===== src/rtl/tcc_consts.vh =====
// Register indices, field positions and reset values of the 16-bit timer
`ifndef TCC_CONSTS_VH
`define TCC_CONSTS_VH

// Register indices; byte address is four times the index
`define TCC_IDX_CTRL      8'h80
`define TCC_IDX_CFG       8'h81
`define TCC_IDX_FLAGS     8'h82
`define TCC_IDX_CNT_LO    8'h84
`define TCC_IDX_CNT_HI    8'h85
`define TCC_IDX_CMPA_LO   8'h86
`define TCC_IDX_CMPA_HI   8'h87
`define TCC_IDX_CMPB_LO   8'h88
`define TCC_IDX_CMPB_HI   8'h89
`define TCC_IDX_CAP_LO    8'h8A
`define TCC_IDX_CAP_HI    8'h8B
`define TCC_IDX_PINEN     8'hE2

// Control register fields
`define TCC_CTRL_WGM_LSB  0
`define TCC_CTRL_COMA_LSB 4
`define TCC_CTRL_COMB_LSB 6

// Configuration register fields
`define TCC_CFG_EDGE      0
`define TCC_CFG_COMPARATOR_CAPTURE_SELECT      1
`define TCC_CFG_CAPIE     2
`define TCC_CFG_FOCA      3
`define TCC_CFG_FOCB      4
`define TCC_CFG_OVFIE     5

// Flag register fields
`define TCC_FLG_CAP       0
`define TCC_FLG_OVF       1
`define TCC_FLG_MATA      2
`define TCC_FLG_MATB      3

// Waveform modes handled here
`define TCC_WGM_NORMAL    4'h0
`define TCC_WGM_CTC_A     4'h4
`define TCC_WGM_CTC_CAP   4'hC
`define TCC_WGM_W         4

// Compare output actions
`define TCC_COM_NONE      2'h0
`define TCC_COM_TOGGLE    2'h1
`define TCC_COM_CLEAR     2'h2
`define TCC_COM_SET       2'h3

// Reset values and bus answers
`define TCC_RST_BYTE      8'h00
`define TCC_RST_WORD      16'h0000
`define TCC_CNT_MAX       16'hFFFF
`define TCC_RESP_OKAY     2'h0
`define TCC_RESP_SLVERR   2'h2

`endif


===== src/rtl/tcc_timer16.v =====
// 16-bit timer with capture, two compare units and AXI4-Lite registers
//
// The AXI4-Lite register port was chosen for this implementation.
`timescale 1ns/1ns
`default_nettype none
`include "tcc_consts.vh"

module tcc_timer16 #(
    parameter ADDR_W = 12,
    parameter NCH    = 8
) (
    input  wire              aclk,
    input  wire              aresetn,
    input  wire              clk_en,
    input  wire [ADDR_W-1:0] s_axi_awaddr,
    input  wire              s_axi_awvalid,
    output reg               s_axi_awready,
    input  wire [31:0]       s_axi_wdata,
    input  wire [3:0]        s_axi_wstrb,
    input  wire              s_axi_wvalid,
    output reg               s_axi_wready,
    output reg  [1:0]        s_axi_bresp,
    output reg               s_axi_bvalid,
    input  wire              s_axi_bready,
    input  wire [ADDR_W-1:0] s_axi_araddr,
    input  wire              s_axi_arvalid,
    output reg               s_axi_arready,
    output reg  [31:0]       s_axi_rdata,
    output reg  [1:0]        s_axi_rresp,
    output reg               s_axi_rvalid,
    input  wire              s_axi_rready,
    input  wire              capture_input_pin,
    input  wire              comparator_output,
    input  wire              capture_irq_ack,
    input  wire              overflow_irq_ack,
    output reg               capture_irq_ff,
    output reg               overflow_irq_ff,
    input  wire [1:0]        port_oc_value,
    input  wire [1:0]        port_oc_dir,
    output reg  [1:0]        oc_pin_out_ff,
    output reg  [1:0]        oc_pin_oe_ff,
    input  wire [NCH-1:0]    port_ch_value,
    input  wire [NCH-1:0]    port_ch_dir,
    output reg  [NCH-1:0]    ch_pin_out_ff,
    output reg  [NCH-1:0]    ch_pin_oe_ff
);

////////////////////////////////////////////////////////////////////////////////
// State

reg  [3:0]     wgm_ff;
reg  [1:0]     com_a_ff;
reg  [1:0]     com_b_ff;
reg            edge_rise_ff;
reg            comparator_capture_select_ff;
reg            capie_ff;
reg            ovfie_ff;
reg            cap_flag_ff;
reg            ovf_flag_ff;
reg            mat_a_flag_ff;
reg            mat_b_flag_ff;
reg  [15:0]    cnt_ff;
reg  [15:0]    cmpa_ff;
reg  [15:0]    cmpb_ff;
reg  [15:0]    cap_ff;
reg  [7:0]     temp_ff;
reg  [NCH-1:0] pinen_ff;
reg            block_ff;
reg            oc_a_ff;
reg            oc_b_ff;
reg  [2:0]     pin_sync_ff;
reg  [2:0]     cmp_sync_ff;
reg            src_lvl_ff;
reg  [7:0]     wr_idx_ff;
reg            wr_hi_ok_ff;
reg  [31:0]    wdata_ff;
reg            wstrb0_ff;

////////////////////////////////////////////////////////////////////////////////
// Combinational helpers

wire [7:0] rd_idx    = s_axi_araddr[9:2];
wire       rd_hi_ok  = (s_axi_araddr[ADDR_W-1:10] == {(ADDR_W-10){1'b0}});
wire       aw_have   = ~s_axi_awready;
wire       w_have    = ~s_axi_wready;
wire       do_wr     = aw_have & w_have & ~s_axi_bvalid;
wire       wr_en     = do_wr & wstrb0_ff & wr_hi_ok_ff;
wire [7:0] wbyte     = wdata_ff[7:0];
wire       rd_take   = s_axi_arvalid & s_axi_arready;

// Forcing only exists in the non-PWM modes
wire nonpwm = (wgm_ff == `TCC_WGM_NORMAL) || (wgm_ff == `TCC_WGM_CTC_A) ||
              (wgm_ff == `TCC_WGM_CTC_CAP);

wire wr_cnt   = wr_en && (wr_idx_ff == `TCC_IDX_CNT_LO);
wire wr_cfg   = wr_en && (wr_idx_ff == `TCC_IDX_CFG);
wire wr_flags = wr_en && (wr_idx_ff == `TCC_IDX_FLAGS);
wire force_a  = wr_cfg && wbyte[`TCC_CFG_FOCA] && nonpwm;
wire force_b  = wr_cfg && wbyte[`TCC_CFG_FOCB] && nonpwm;

// Compare every tick; a counter write blanks the next one
wire match_a = (cnt_ff == cmpa_ff) && !block_ff;
wire match_b = (cnt_ff == cmpb_ff) && !block_ff;

// Counting depends on waveform mode alone
reg  [15:0] cnt_next;
reg         ovf_event;
always @* begin
    cnt_next  = cnt_ff + 16'h0001;
    ovf_event = 1'b0;
    case (wgm_ff)
        `TCC_WGM_CTC_A: begin
            if (cnt_ff == cmpa_ff) begin
                cnt_next = `TCC_RST_WORD;
            end
        end
        `TCC_WGM_CTC_CAP: begin
            if (cnt_ff == cap_ff) begin
                cnt_next = `TCC_RST_WORD;
            end
        end
        `TCC_WGM_NORMAL: begin
            ovf_event = (cnt_ff == `TCC_CNT_MAX);
        end
        default: begin
            ovf_event = 1'b0;
        end
    endcase
end

// Pin action for one compare unit
function oc_action;
    input       cur;
    input [1:0] com;
    begin
        case (com)
            `TCC_COM_TOGGLE: oc_action = ~cur;
            `TCC_COM_CLEAR:  oc_action = 1'b0;
            `TCC_COM_SET:    oc_action = 1'b1;
            default:         oc_action = cur;
        endcase
    end
endfunction

wire oc_a_next = (match_a || force_a) ? oc_action(oc_a_ff, com_a_ff) : oc_a_ff;
wire oc_b_next = (match_b || force_b) ? oc_action(oc_b_ff, com_b_ff) : oc_b_ff;

// Capture edge detect; only second and third stages are looked at.
// Source mux sits after the synchronisers so a switch can itself capture.
wire src_s2  = comparator_capture_select_ff ? cmp_sync_ff[1] : pin_sync_ff[1];
wire src_s3  = comparator_capture_select_ff ? cmp_sync_ff[2] : pin_sync_ff[2];
wire agreed  = (src_s2 == src_s3);
wire src_chg = agreed && (src_s3 != src_lvl_ff);
// Capture is off while the capture register sets the top; compare
// mode bits play no part here.
wire cap_event = src_chg && (src_s3 == edge_rise_ff) &&
                 (wgm_ff != `TCC_WGM_CTC_CAP);

// Read data mux
reg [31:0] rd_word;
reg        rd_hit;
always @* begin
    rd_word = 32'h0000_0000;
    rd_hit  = rd_hi_ok;
    case (rd_idx)
        `TCC_IDX_CTRL:    rd_word[7:0] = {com_b_ff, com_a_ff, wgm_ff};
        `TCC_IDX_CFG:     rd_word[7:0] = {2'b00, ovfie_ff, 2'b00, capie_ff,
                                          comparator_capture_select_ff, edge_rise_ff};
        `TCC_IDX_FLAGS:   rd_word[7:0] = {4'h0, mat_b_flag_ff, mat_a_flag_ff,
                                          ovf_flag_ff, cap_flag_ff};
        `TCC_IDX_CNT_LO:  rd_word[7:0] = cnt_ff[7:0];
        `TCC_IDX_CMPA_LO: rd_word[7:0] = cmpa_ff[7:0];
        `TCC_IDX_CMPB_LO: rd_word[7:0] = cmpb_ff[7:0];
        `TCC_IDX_CAP_LO:  rd_word[7:0] = cap_ff[7:0];
        `TCC_IDX_CNT_HI,
        `TCC_IDX_CMPA_HI,
        `TCC_IDX_CMPB_HI,
        `TCC_IDX_CAP_HI:  rd_word[7:0] = temp_ff;
        `TCC_IDX_PINEN:   rd_word[7:0] = pinen_ff;
        default:          rd_hit = 1'b0;
    endcase
end

// High byte that a low-byte read parks in the shared temp
reg [7:0] rd_hi_byte;
reg       rd_lo;
always @* begin
    rd_hi_byte = temp_ff;
    rd_lo      = rd_take && rd_hi_ok;
    case (rd_idx)
        `TCC_IDX_CNT_LO:  rd_hi_byte = cnt_ff[15:8];
        `TCC_IDX_CMPA_LO: rd_hi_byte = cmpa_ff[15:8];
        `TCC_IDX_CMPB_LO: rd_hi_byte = cmpb_ff[15:8];
        `TCC_IDX_CAP_LO:  rd_hi_byte = cap_ff[15:8];
        default:          rd_lo = 1'b0;
    endcase
end

wire wr_hi = wr_en && ((wr_idx_ff == `TCC_IDX_CNT_HI) ||
             (wr_idx_ff == `TCC_IDX_CMPA_HI) ||
             (wr_idx_ff == `TCC_IDX_CMPB_HI) ||
             (wr_idx_ff == `TCC_IDX_CAP_HI));
wire wr_map = (wr_idx_ff == `TCC_IDX_CTRL) || (wr_idx_ff == `TCC_IDX_CFG) ||
              (wr_idx_ff == `TCC_IDX_FLAGS) ||
              (wr_idx_ff == `TCC_IDX_CNT_LO) ||
              (wr_idx_ff == `TCC_IDX_CMPA_LO) ||
              (wr_idx_ff == `TCC_IDX_CMPB_LO) ||
              (wr_idx_ff == `TCC_IDX_CAP_LO) ||
              (wr_idx_ff == `TCC_IDX_PINEN) ||
              (wr_idx_ff == `TCC_IDX_CNT_HI) ||
              (wr_idx_ff == `TCC_IDX_CMPA_HI) ||
              (wr_idx_ff == `TCC_IDX_CMPB_HI) ||
              (wr_idx_ff == `TCC_IDX_CAP_HI);
wire [15:0] wr_word = {temp_ff, wbyte};

////////////////////////////////////////////////////////////////////////////////
// AXI4-Lite handshakes

always @(posedge aclk) begin
    if (!aresetn) begin
        s_axi_awready <= 1'b1;
        s_axi_wready  <= 1'b1;
        s_axi_bvalid  <= 1'b0;
        s_axi_bresp   <= `TCC_RESP_OKAY;
        s_axi_arready <= 1'b1;
        s_axi_rvalid  <= 1'b0;
        s_axi_rdata   <= 32'h0000_0000;
        s_axi_rresp   <= `TCC_RESP_OKAY;
        wr_idx_ff     <= `TCC_RST_BYTE;
        wr_hi_ok_ff   <= 1'b0;
        wdata_ff      <= 32'h0000_0000;
        wstrb0_ff     <= 1'b0;
    end else if (clk_en) begin
        if (s_axi_awvalid && s_axi_awready) begin
            s_axi_awready <= 1'b0;
            wr_idx_ff     <= s_axi_awaddr[9:2];
            wr_hi_ok_ff   <= (s_axi_awaddr[ADDR_W-1:10] ==
                              {(ADDR_W-10){1'b0}});
        end
        if (s_axi_wvalid && s_axi_wready) begin
            s_axi_wready <= 1'b0;
            wdata_ff     <= s_axi_wdata;
            wstrb0_ff    <= s_axi_wstrb[0];
        end
        if (do_wr) begin
            s_axi_bvalid <= 1'b1;
            s_axi_bresp  <= (wr_map && wr_hi_ok_ff) ? `TCC_RESP_OKAY
                                                    : `TCC_RESP_SLVERR;
        end else if (s_axi_bvalid && s_axi_bready) begin
            s_axi_bvalid  <= 1'b0;
            s_axi_awready <= 1'b1;
            s_axi_wready  <= 1'b1;
        end
        if (rd_take) begin
            s_axi_arready <= 1'b0;
            s_axi_rvalid  <= 1'b1;
            s_axi_rdata   <= rd_hit ? rd_word : 32'h0000_0000;
            s_axi_rresp   <= rd_hit ? `TCC_RESP_OKAY : `TCC_RESP_SLVERR;
        end else if (s_axi_rvalid && s_axi_rready) begin
            s_axi_rvalid  <= 1'b0;
            s_axi_arready <= 1'b1;
        end
    end
end

////////////////////////////////////////////////////////////////////////////////
// Timer core and registers

always @(posedge aclk) begin
    if (!aresetn) begin
        wgm_ff        <= 4'h0;
        com_a_ff      <= `TCC_COM_NONE;
        com_b_ff      <= `TCC_COM_NONE;
        edge_rise_ff  <= 1'b1;
        comparator_capture_select_ff       <= 1'b0;
        capie_ff      <= 1'b0;
        ovfie_ff      <= 1'b0;
        cap_flag_ff   <= 1'b0;
        ovf_flag_ff   <= 1'b0;
        mat_a_flag_ff <= 1'b0;
        mat_b_flag_ff <= 1'b0;
        cnt_ff        <= `TCC_RST_WORD;
        cmpa_ff       <= `TCC_RST_WORD;
        cmpb_ff       <= `TCC_RST_WORD;
        cap_ff        <= `TCC_RST_WORD;
        temp_ff       <= `TCC_RST_BYTE;
        pinen_ff      <= {NCH{1'b0}};
        block_ff      <= 1'b0;
        oc_a_ff       <= 1'b0;
        oc_b_ff       <= 1'b0;
        pin_sync_ff   <= 3'b000;
        cmp_sync_ff   <= 3'b000;
        src_lvl_ff    <= 1'b0;
    end else if (clk_en) begin
        pin_sync_ff <= {pin_sync_ff[1:0], capture_input_pin};
        cmp_sync_ff <= {cmp_sync_ff[1:0], comparator_output};
        if (agreed) begin
            src_lvl_ff <= src_s3;
        end
        // Counter write wins over counting at any time
        if (wr_cnt) begin
            cnt_ff   <= wr_word;
            block_ff <= 1'b1;
        end else begin
            cnt_ff   <= cnt_next;
            block_ff <= 1'b0;
        end
        oc_a_ff <= oc_a_next;
        oc_b_ff <= oc_b_next;
        if (cap_event) begin
            cap_ff <= cnt_ff;
        end else if (wr_en && (wr_idx_ff == `TCC_IDX_CAP_LO) &&
                     (wgm_ff == `TCC_WGM_CTC_CAP)) begin
            cap_ff <= wr_word;
        end
        if (wr_en && (wr_idx_ff == `TCC_IDX_CMPA_LO)) begin
            cmpa_ff <= wr_word;
        end
        if (wr_en && (wr_idx_ff == `TCC_IDX_CMPB_LO)) begin
            cmpb_ff <= wr_word;
        end
        // Bus write to temp beats a read latch in the same cycle
        if (wr_hi) begin
            temp_ff <= wbyte;
        end else if (rd_lo) begin
            temp_ff <= rd_hi_byte;
        end
        if (wr_en && (wr_idx_ff == `TCC_IDX_CTRL)) begin
            wgm_ff   <= wbyte[`TCC_CTRL_WGM_LSB +: `TCC_WGM_W];
            com_a_ff <= wbyte[`TCC_CTRL_COMA_LSB +: 2];
            com_b_ff <= wbyte[`TCC_CTRL_COMB_LSB +: 2];
        end
        if (wr_cfg) begin
            edge_rise_ff <= wbyte[`TCC_CFG_EDGE];
            comparator_capture_select_ff      <= wbyte[`TCC_CFG_COMPARATOR_CAPTURE_SELECT];
            capie_ff     <= wbyte[`TCC_CFG_CAPIE];
            ovfie_ff     <= wbyte[`TCC_CFG_OVFIE];
        end
        if (wr_en && (wr_idx_ff == `TCC_IDX_PINEN)) begin
            pinen_ff <= wbyte[NCH-1:0];
        end
        // Sticky flags: a new event beats a clear in the same cycle
        cap_flag_ff   <= cap_event | (cap_flag_ff &
                         ~(wr_flags & wbyte[`TCC_FLG_CAP]) &
                         ~capture_irq_ack);
        ovf_flag_ff   <= ovf_event | (ovf_flag_ff &
                         ~(wr_flags & wbyte[`TCC_FLG_OVF]) &
                         ~overflow_irq_ack);
        mat_a_flag_ff <= match_a | (mat_a_flag_ff &
                         ~(wr_flags & wbyte[`TCC_FLG_MATA]));
        mat_b_flag_ff <= match_b | (mat_b_flag_ff &
                         ~(wr_flags & wbyte[`TCC_FLG_MATB]));
    end
end

////////////////////////////////////////////////////////////////////////////////
// Interrupt requests and pins, all registered

always @(posedge aclk) begin
    if (!aresetn) begin
        capture_irq_ff  <= 1'b0;
        overflow_irq_ff <= 1'b0;
        oc_pin_out_ff   <= 2'b00;
        oc_pin_oe_ff    <= 2'b00;
    end else if (clk_en) begin
        // One cycle behind the flag, so an ack can lag by one edge
        capture_irq_ff  <= cap_flag_ff & capie_ff;
        overflow_irq_ff <= ovf_flag_ff & ovfie_ff;
        oc_pin_out_ff[0] <= (com_a_ff != `TCC_COM_NONE) ? oc_a_ff
                                                         : port_oc_value[0];
        oc_pin_out_ff[1] <= (com_b_ff != `TCC_COM_NONE) ? oc_b_ff
                                                         : port_oc_value[1];
        oc_pin_oe_ff     <= port_oc_dir;
    end
end

// Even channels carry unit A, odd channels unit B
genvar gi;
generate
    for (gi = 0; gi < NCH; gi = gi + 1) begin : g_ch
        always @(posedge aclk) begin
            if (!aresetn) begin
                ch_pin_out_ff[gi] <= 1'b0;
                ch_pin_oe_ff[gi]  <= 1'b0;
            end else if (clk_en) begin
                if (pinen_ff[gi]) begin
                    ch_pin_out_ff[gi] <= (gi % 2 == 1) ? oc_b_ff : oc_a_ff;
                    ch_pin_oe_ff[gi]  <= 1'b1;
                end else begin
                    ch_pin_out_ff[gi] <= port_ch_value[gi];
                    ch_pin_oe_ff[gi]  <= port_ch_dir[gi];
                end
            end
        end
    end
endgenerate

endmodule
`default_nettype wire


===== config.mk =====
export PLATFORM = sky130hd
export DESIGN_NAME = tcc_timer16
export DESIGN_NICKNAME = d
export VERILOG_FILES = /design/src/rtl/tcc_timer16.v
export VERILOG_INCLUDE_DIRS = /design/src /design/src/rtl
export SDC_FILE = /design/constraint.sdc
export NUM_CORES = 1
export LEC_CHECK = 0
export BUFFER_PORTS_ARGS = -buffer_cell sky130_fd_sc_hd__buf_2
export CORE_ASPECT_RATIO = 2
export CORE_UTILIZATION = 51
export CTS_CLUSTER_SIZE = 28
export DETAILED_ROUTE_END_ITERATION = 8
export PLACE_DENSITY_LB_ADDON = 0.05
export SLEW_MARGIN = 10
export SYNTH_ARGS = -nofsm -noshare
export SYNTH_HDL_FRONTEND = slang
export SYNTH_SLANG_ARGS = --single-unit

===== constraint.sdc =====
create_clock -name aclk -period 2.6 [get_ports aclk]
set_clock_uncertainty 0.05 [all_clocks]
set_input_delay 0.13 -clock aclk [delete_from_list [all_inputs] [get_ports aclk]]
set_output_delay 0.13 -clock aclk [all_outputs]
set_load 0.05 [all_outputs]

Word-level counts from Yosys, hierarchy flattened
Cells that the tools add are included.
Widths: inputs -> output; s select.

word-level totals
  output and inout bits = 63
  register bits = 187
  input bits = 92

operators by class
  eq/ne operators = 40
  reduce and logical (&&, ||, !) cells = 75
  muxes and demuxes = 51
  add/sub/neg operators = 1
  bitwise gates (word level) = 32

operator list
  operator               number
  $eq 8x8->1 const B     24
  $mux 16                5
  $pmux 8 s9             1
  $eq 16x16->1           3
  $mux 1                 36
  $pmux 16 s2            1
  $pmux 8 s4             1
  $reduce_and 2->1       13
  $logic_and 1x1->1      25
  $mux 8                 3
  $logic_or 1x1->1       18
  $and 1x1->1            17
  $add 16x1->16 const B  1
  $eq 16x16->1 const B   1
  $reduce_bool 2->1      6
  $reduce_or 12->1       1
  $not 1->1              11
  $reduce_and 3->1       3
  $eq 2x2->1 const B     4
  $reduce_or 4->1        2
  $pmux 1 s3             2
  $reduce_bool 3->1      2
  $reduce_bool 5->1      1
  $eq 2x1->1 const B     2
  10 further kinds       16

Longest topological paths before layout
  word-level depth = 14
  gate-level depth with buffers = 9
  mapped depth without buffers = 7

Least setup slack after synthesis
OpenSTA, ideal clock, no wires.

  path kind = register to register
  start = register s_axi_bvalid
  end = register cnt_ff[13]
  arrival = 2102 ps
  period minus slack after synthesis = 2222 ps
  stages on the path, launching flop included = 8
  path buffers = 1
  setup time = 70 ps
  slack = 378 ps
  cells stage by stage = dfxtp_1 nor3_1 nand3_1 nor3_1 a31oi_1 buf_2 o2111ai_1 a21oi_1

on the way
  word-level cells in the longest chain between the ends = 6

RTL lines
  what                       line               RTL
  start, declared            tcc_timer16.v:23   output reg s_axi_bvalid,
  start signal, assigned     tcc_timer16.v:223  s_axi_bvalid <= 1'b0;
  start signal, assigned     tcc_timer16.v:246  s_axi_bvalid <= 1'b1;
  start signal, assigned     tcc_timer16.v:250  s_axi_bvalid <= 1'b0;
  $not 1->1                  tcc_timer16.v:86   wire do_wr = aw_have & w_have & ~s_axi_bvalid;
  $and 1x1->1                tcc_timer16.v:86
  $and 1x1->1 (2 in series)  tcc_timer16.v:87   wire wr_en = do_wr & wstrb0_ff & wr_hi_ok_ff;
  $logic_and 1x1->1          tcc_timer16.v:95   wire wr_cnt = wr_en && (wr_idx_ff == `TCC_IDX_CNT_LO);
  $mux 16                    tcc_timer16.v:301  if (wr_cnt) begin
  end signal, assigned       tcc_timer16.v:282  cnt_ff <= `TCC_RST_WORD;
  end signal, assigned       tcc_timer16.v:302  cnt_ff <= wr_word;
  end signal, assigned       tcc_timer16.v:305  cnt_ff <= cnt_next;
  end, declared              tcc_timer16.v:62   reg [15:0] cnt_ff;

Every way passes these cells.
A chain may end at the register's enable or synchronous reset.

Worst setup path in the final report
  start = register s_axi_bvalid
  end = register cap_ff[10]

on the way
  word-level cells in the longest chain between the ends = 8

RTL lines
  what                             line               RTL
  $not 1->1                        tcc_timer16.v:86
  $and 1x1->1                      tcc_timer16.v:86
  $and 1x1->1 (2 in series)        tcc_timer16.v:87
  $logic_and 1x1->1 (2 in series)  tcc_timer16.v:312  end else if (wr_en && (wr_idx_ff == `TCC_IDX_CAP_LO) &&
  $reduce_bool 2->1 (no line)      n/a
  $reduce_and 2->1 (no line)       n/a
  end signal, assigned             tcc_timer16.v:285  cap_ff <= `TCC_RST_WORD;
  end signal, assigned             tcc_timer16.v:311  cap_ff <= cnt_ff;
  end signal, assigned             tcc_timer16.v:314  cap_ff <= wr_word;
  end, declared                    tcc_timer16.v:65   reg [15:0] cap_ff;

Every way passes these cells.

==> impl_results.md <==
* Antenna Nets Post-Route at 0
* Status: finished, final reports clean
* Row count at between 60 and 70
* Crit path DAT at about 2700 ps
* Final Cycle Share at 0.9262
* Max transition margin at 0.5171
* Avg Synthesized Cell Area at 8.135 sq um
* Routability congestion estimate at around 0.91
* VDD IR max at between 0.4 and 0.5 mV
* Fmax at slightly above 400 MHz
* Worst EP required at 2890 ps
* Initial Util at 0.5211
* RSZ-0062 raised after global routing: false
* CP Class: reg2reg
* Non-Filler Instances at approximately 1400
* Vias at ~8200
* Iter 0 DRT Violations at a little under 700
* Root Driver: clkbuf_16
* Die area at roughly 17000 sq um
* Setup_tns at 0 ps
* Synthesized cell area at ~8500 sq um
* CTS tree: yes
* Skew-Pair Late Insertion Delay at roughly 430 ps
* Buf/Inv on CP at 0
* Io pins at about 160
* CP cell instances: nor4b_4 > nand3_2 > nor3_1 > a32o_4 > nor2_1 > a211oi_2
* Antenna cell count at 0
* Clock-pin slew of the registers on the worst-case setup and hold paths at about 70 ps
* Clk sinks at around 160
* Gr ovfl total at 0
* Worst-Margin Slew at approximately 700 ps
* Routed vias/inst at 5.909
* DRT Pass-1 Iters at 6
* CP max-delay cell: a32o_4
* Synth-to-Final Area Change at 21.03%
* Crit path time final at around 2400 ps
* Largest net degree at the start of global routing at 77
* Setup violators final at 0
* DRC violations left at 0
* Critical path peak fanout at 32
* TritonCTS buffer count at 17
* Register area share after synthesis at 0.3802
* H-tree lvl count at 4
* Static leakage at 3.782 nW
* Total GRT Usage at 0.3397
* Final HPWL from detailed placement at 20240 um
* Post-synth EDFFs at 0
* Total wire length at between 20000 and 30000 um
* Synth Flop Type: dfxtp_1
* HP Class: in2reg
* Share of layout cells above drive strength 1 at 0.1796
* First-pass GRT wire length at around 43000 um
* Asr flop ratio synth at 0
* Crit path largest cell delay at between 500 and 600 ps
* Clk buf depth at 2
* Library cells used by synthesis at 73
* Die width at roughly 93 um
* Pwr Total at 5.925 mW
* Slew Viols, Final at 0
* Inst Count DP at around 1300
* CP endpoint kind: flop
* Startpoint class of the critical path: flop
* Critical path's top delay family: simple AND/OR/NAND/NOR gates
* Yosys warns at 0
* Die height at between 150 and 200 um
* Hold Vio Cnt, Final at 0
* Nets@finish at roughly 1300
* Buffers on Ports at 97
* Vias in the first global route at between 7000 and 8000
* #FFs+latches synth at 161
* Max_cap viols at 0
* Initial antenna violation count at 0
* Core Box Area at around 16000 sq um
* Drt wl/cell at slightly above 20 um
* Power per cell area at 577.5 nW/um^2
* Mapped Cells at ~1000
## registers in the layout, indices dropped and copies added (netlist names), 16 cells and up
signal   count
cnt_ff      16
cmpa_ff     16
cap_ff      16
cmpb_ff     16
## path summary, 6_finish.rpt
path | start | to | slack [ps] | cells after the start
worst max register to register | s_axi_bvalid | cap_ff[10] | 190 | 6
worst min register to register | s_axi_rdata[3] | s_axi_rdata[3] | 400 | 2
worst max-delay path | s_axi_bvalid | cap_ff[10] | 190 | 6
worst min-delay path | port_ch_value[3] | ch_pin_out_ff[3] | 10 | 3
## per-layer routing
layer | GRT usage | part of all wire
met4 | 0.2265 | 0.066
met2 | 0.6182 | 0.53
met1 | 0.3504 | 0.36
met5 | 0 | 0
met3 | 0.05322 | 0.042
## synthesized netlist by cell type (all sizes together) (3+ instances only)
library cell / count / share of area
nand2: 163 / 0.072
dfxtp: 161 / 0.38
a21oi: 123 / 0.073
nor2: 83 / 0.039
buf: 58 / 0.046
clkbuf: 48 / 0.021
mux2i: 46 / 0.054
xnor2: 36 / 0.037
o21ai: 33 / 0.019
nand3: 32 / 0.020
a22oi: 26 / 0.023
a211oi: 24 / 0.030
nor3: 17 / 0.013
nor4: 15 / 0.014
inv: 13 / 0.0058
xor2: 13 / 0.013
nand4: 11 / 0.0081
o211ai: 11 / 0.0097
a31oi: 10 / 0.0074
and3: 10 / 0.0074
a221oi: 9 / 0.0093
or3: 8 / 0.0059
a21o: 7 / 0.0062
a22o: 7 / 0.0072
nor2b: 7 / 0.0052
a32oi: 6 / 0.0062
nand2b: 6 / 0.0044
o21a: 5 / 0.0044
and2: 4 / 0.0030
a222oi: 3 / 0.0035
nand3b: 3 / 0.0027
nor4b: 3 / 0.0063
o21bai: 3 / 0.0027
o221ai: 3 / 0.0031
## final cells by class
type | count | area, sq um
clock buffer | 18 | 429.2
clock inverter | 14 | 202.7
fill | 1467 | 6008
inverter | 13 | 51.30
multi-input combinational | 787 | 4742
sequential | 161 | 3223
tap | 204 | 255.2
timing repair buffer | 193 | 1356
## cell usage in the layout, fill, tap and decap left out, types with 8 or more instances in the layout
cell type / n
a211oi_1: 10
a211oi_2: 14
a21oi_1: 121
a221oi_1: 9
a22oi_1: 26
a31oi_1: 10
and3_1: 10
buf_2: 97
buf_4: 48
clkbuf_16: 17
conb_1: 26
dfxtp_1: 161
dlygate4sd3_1: 45
inv_1: 12
mux2i_1: 46
nand2_1: 163
nand3_1: 30
nand4_1: 11
nor2_1: 81
nor3_1: 14
nor4_1: 13
o211ai_1: 11
o21ai_0: 32
or3_1: 8
xnor2_1: 36
xor2_1: 13
## worst register-to-register path, cell delays in order, from the launching register on
cell	delay (ps)
dfxtp_1	370
nor4b_4	400
nand3_2	210
nor3_1	370
a32o_4	590
nor2_1	120
a211oi_2	220
## metrics by stage
step | util | setup slack [ps] | instance area (sq um) | hold slack (ps)
after floorplan | - | 377.7 | 8571 | 216.0
after global placement | 0.5638 | 251.6 | 9171 | 317.4
after detailed placement | 0.5638 | 234.6 | 9171 | 321.5
after CTS | 0.6303 | 208.1 | 10250 | 11.86
after global routing | 0.6307 | 74.28 | 10260 | 19.65
final | 0.6307 | 191.9 | 10260 | 12.66
## power breakdown
group / internal, mW / total (mW) / leakage [nW] / switching (mW)
logic: 0.201 / 0.618 / 2.17 / 0.417
clock network: 1.63 / 2.73 / 0.305 / 1.10
registers: 2.52 / 2.58 / 1.31 / 0.0623
total: 4.35 / 5.93 / 3.78 / 1.58
## timing repair
| item | in CTS | in global routing |
|---|---|---|
| endpoints found under the hold margin | 45 | 0 |
| setup endpoints to repair | 0 | 5 |
| gates resized for setup | 0 | 1 |
| hold buffers | 45 | 0 |
| buffers inserted | 0 | 0 |
## logic make-up after synthesis
family / count (synthesis) / share of synthesized area
compound gates: 291 / 0.2280
xor+xnor: 49 / 0.05063
fa+ha+maj: 1 / 0.001476
buf+inv: 119 / 0.07262
flops: 161 / 0.3802
mux: 48 / 0.05697
other cells: 1 / 0.0004424
simple gates: 372 / 0.2096
Power figures use the tool's default switching activity.
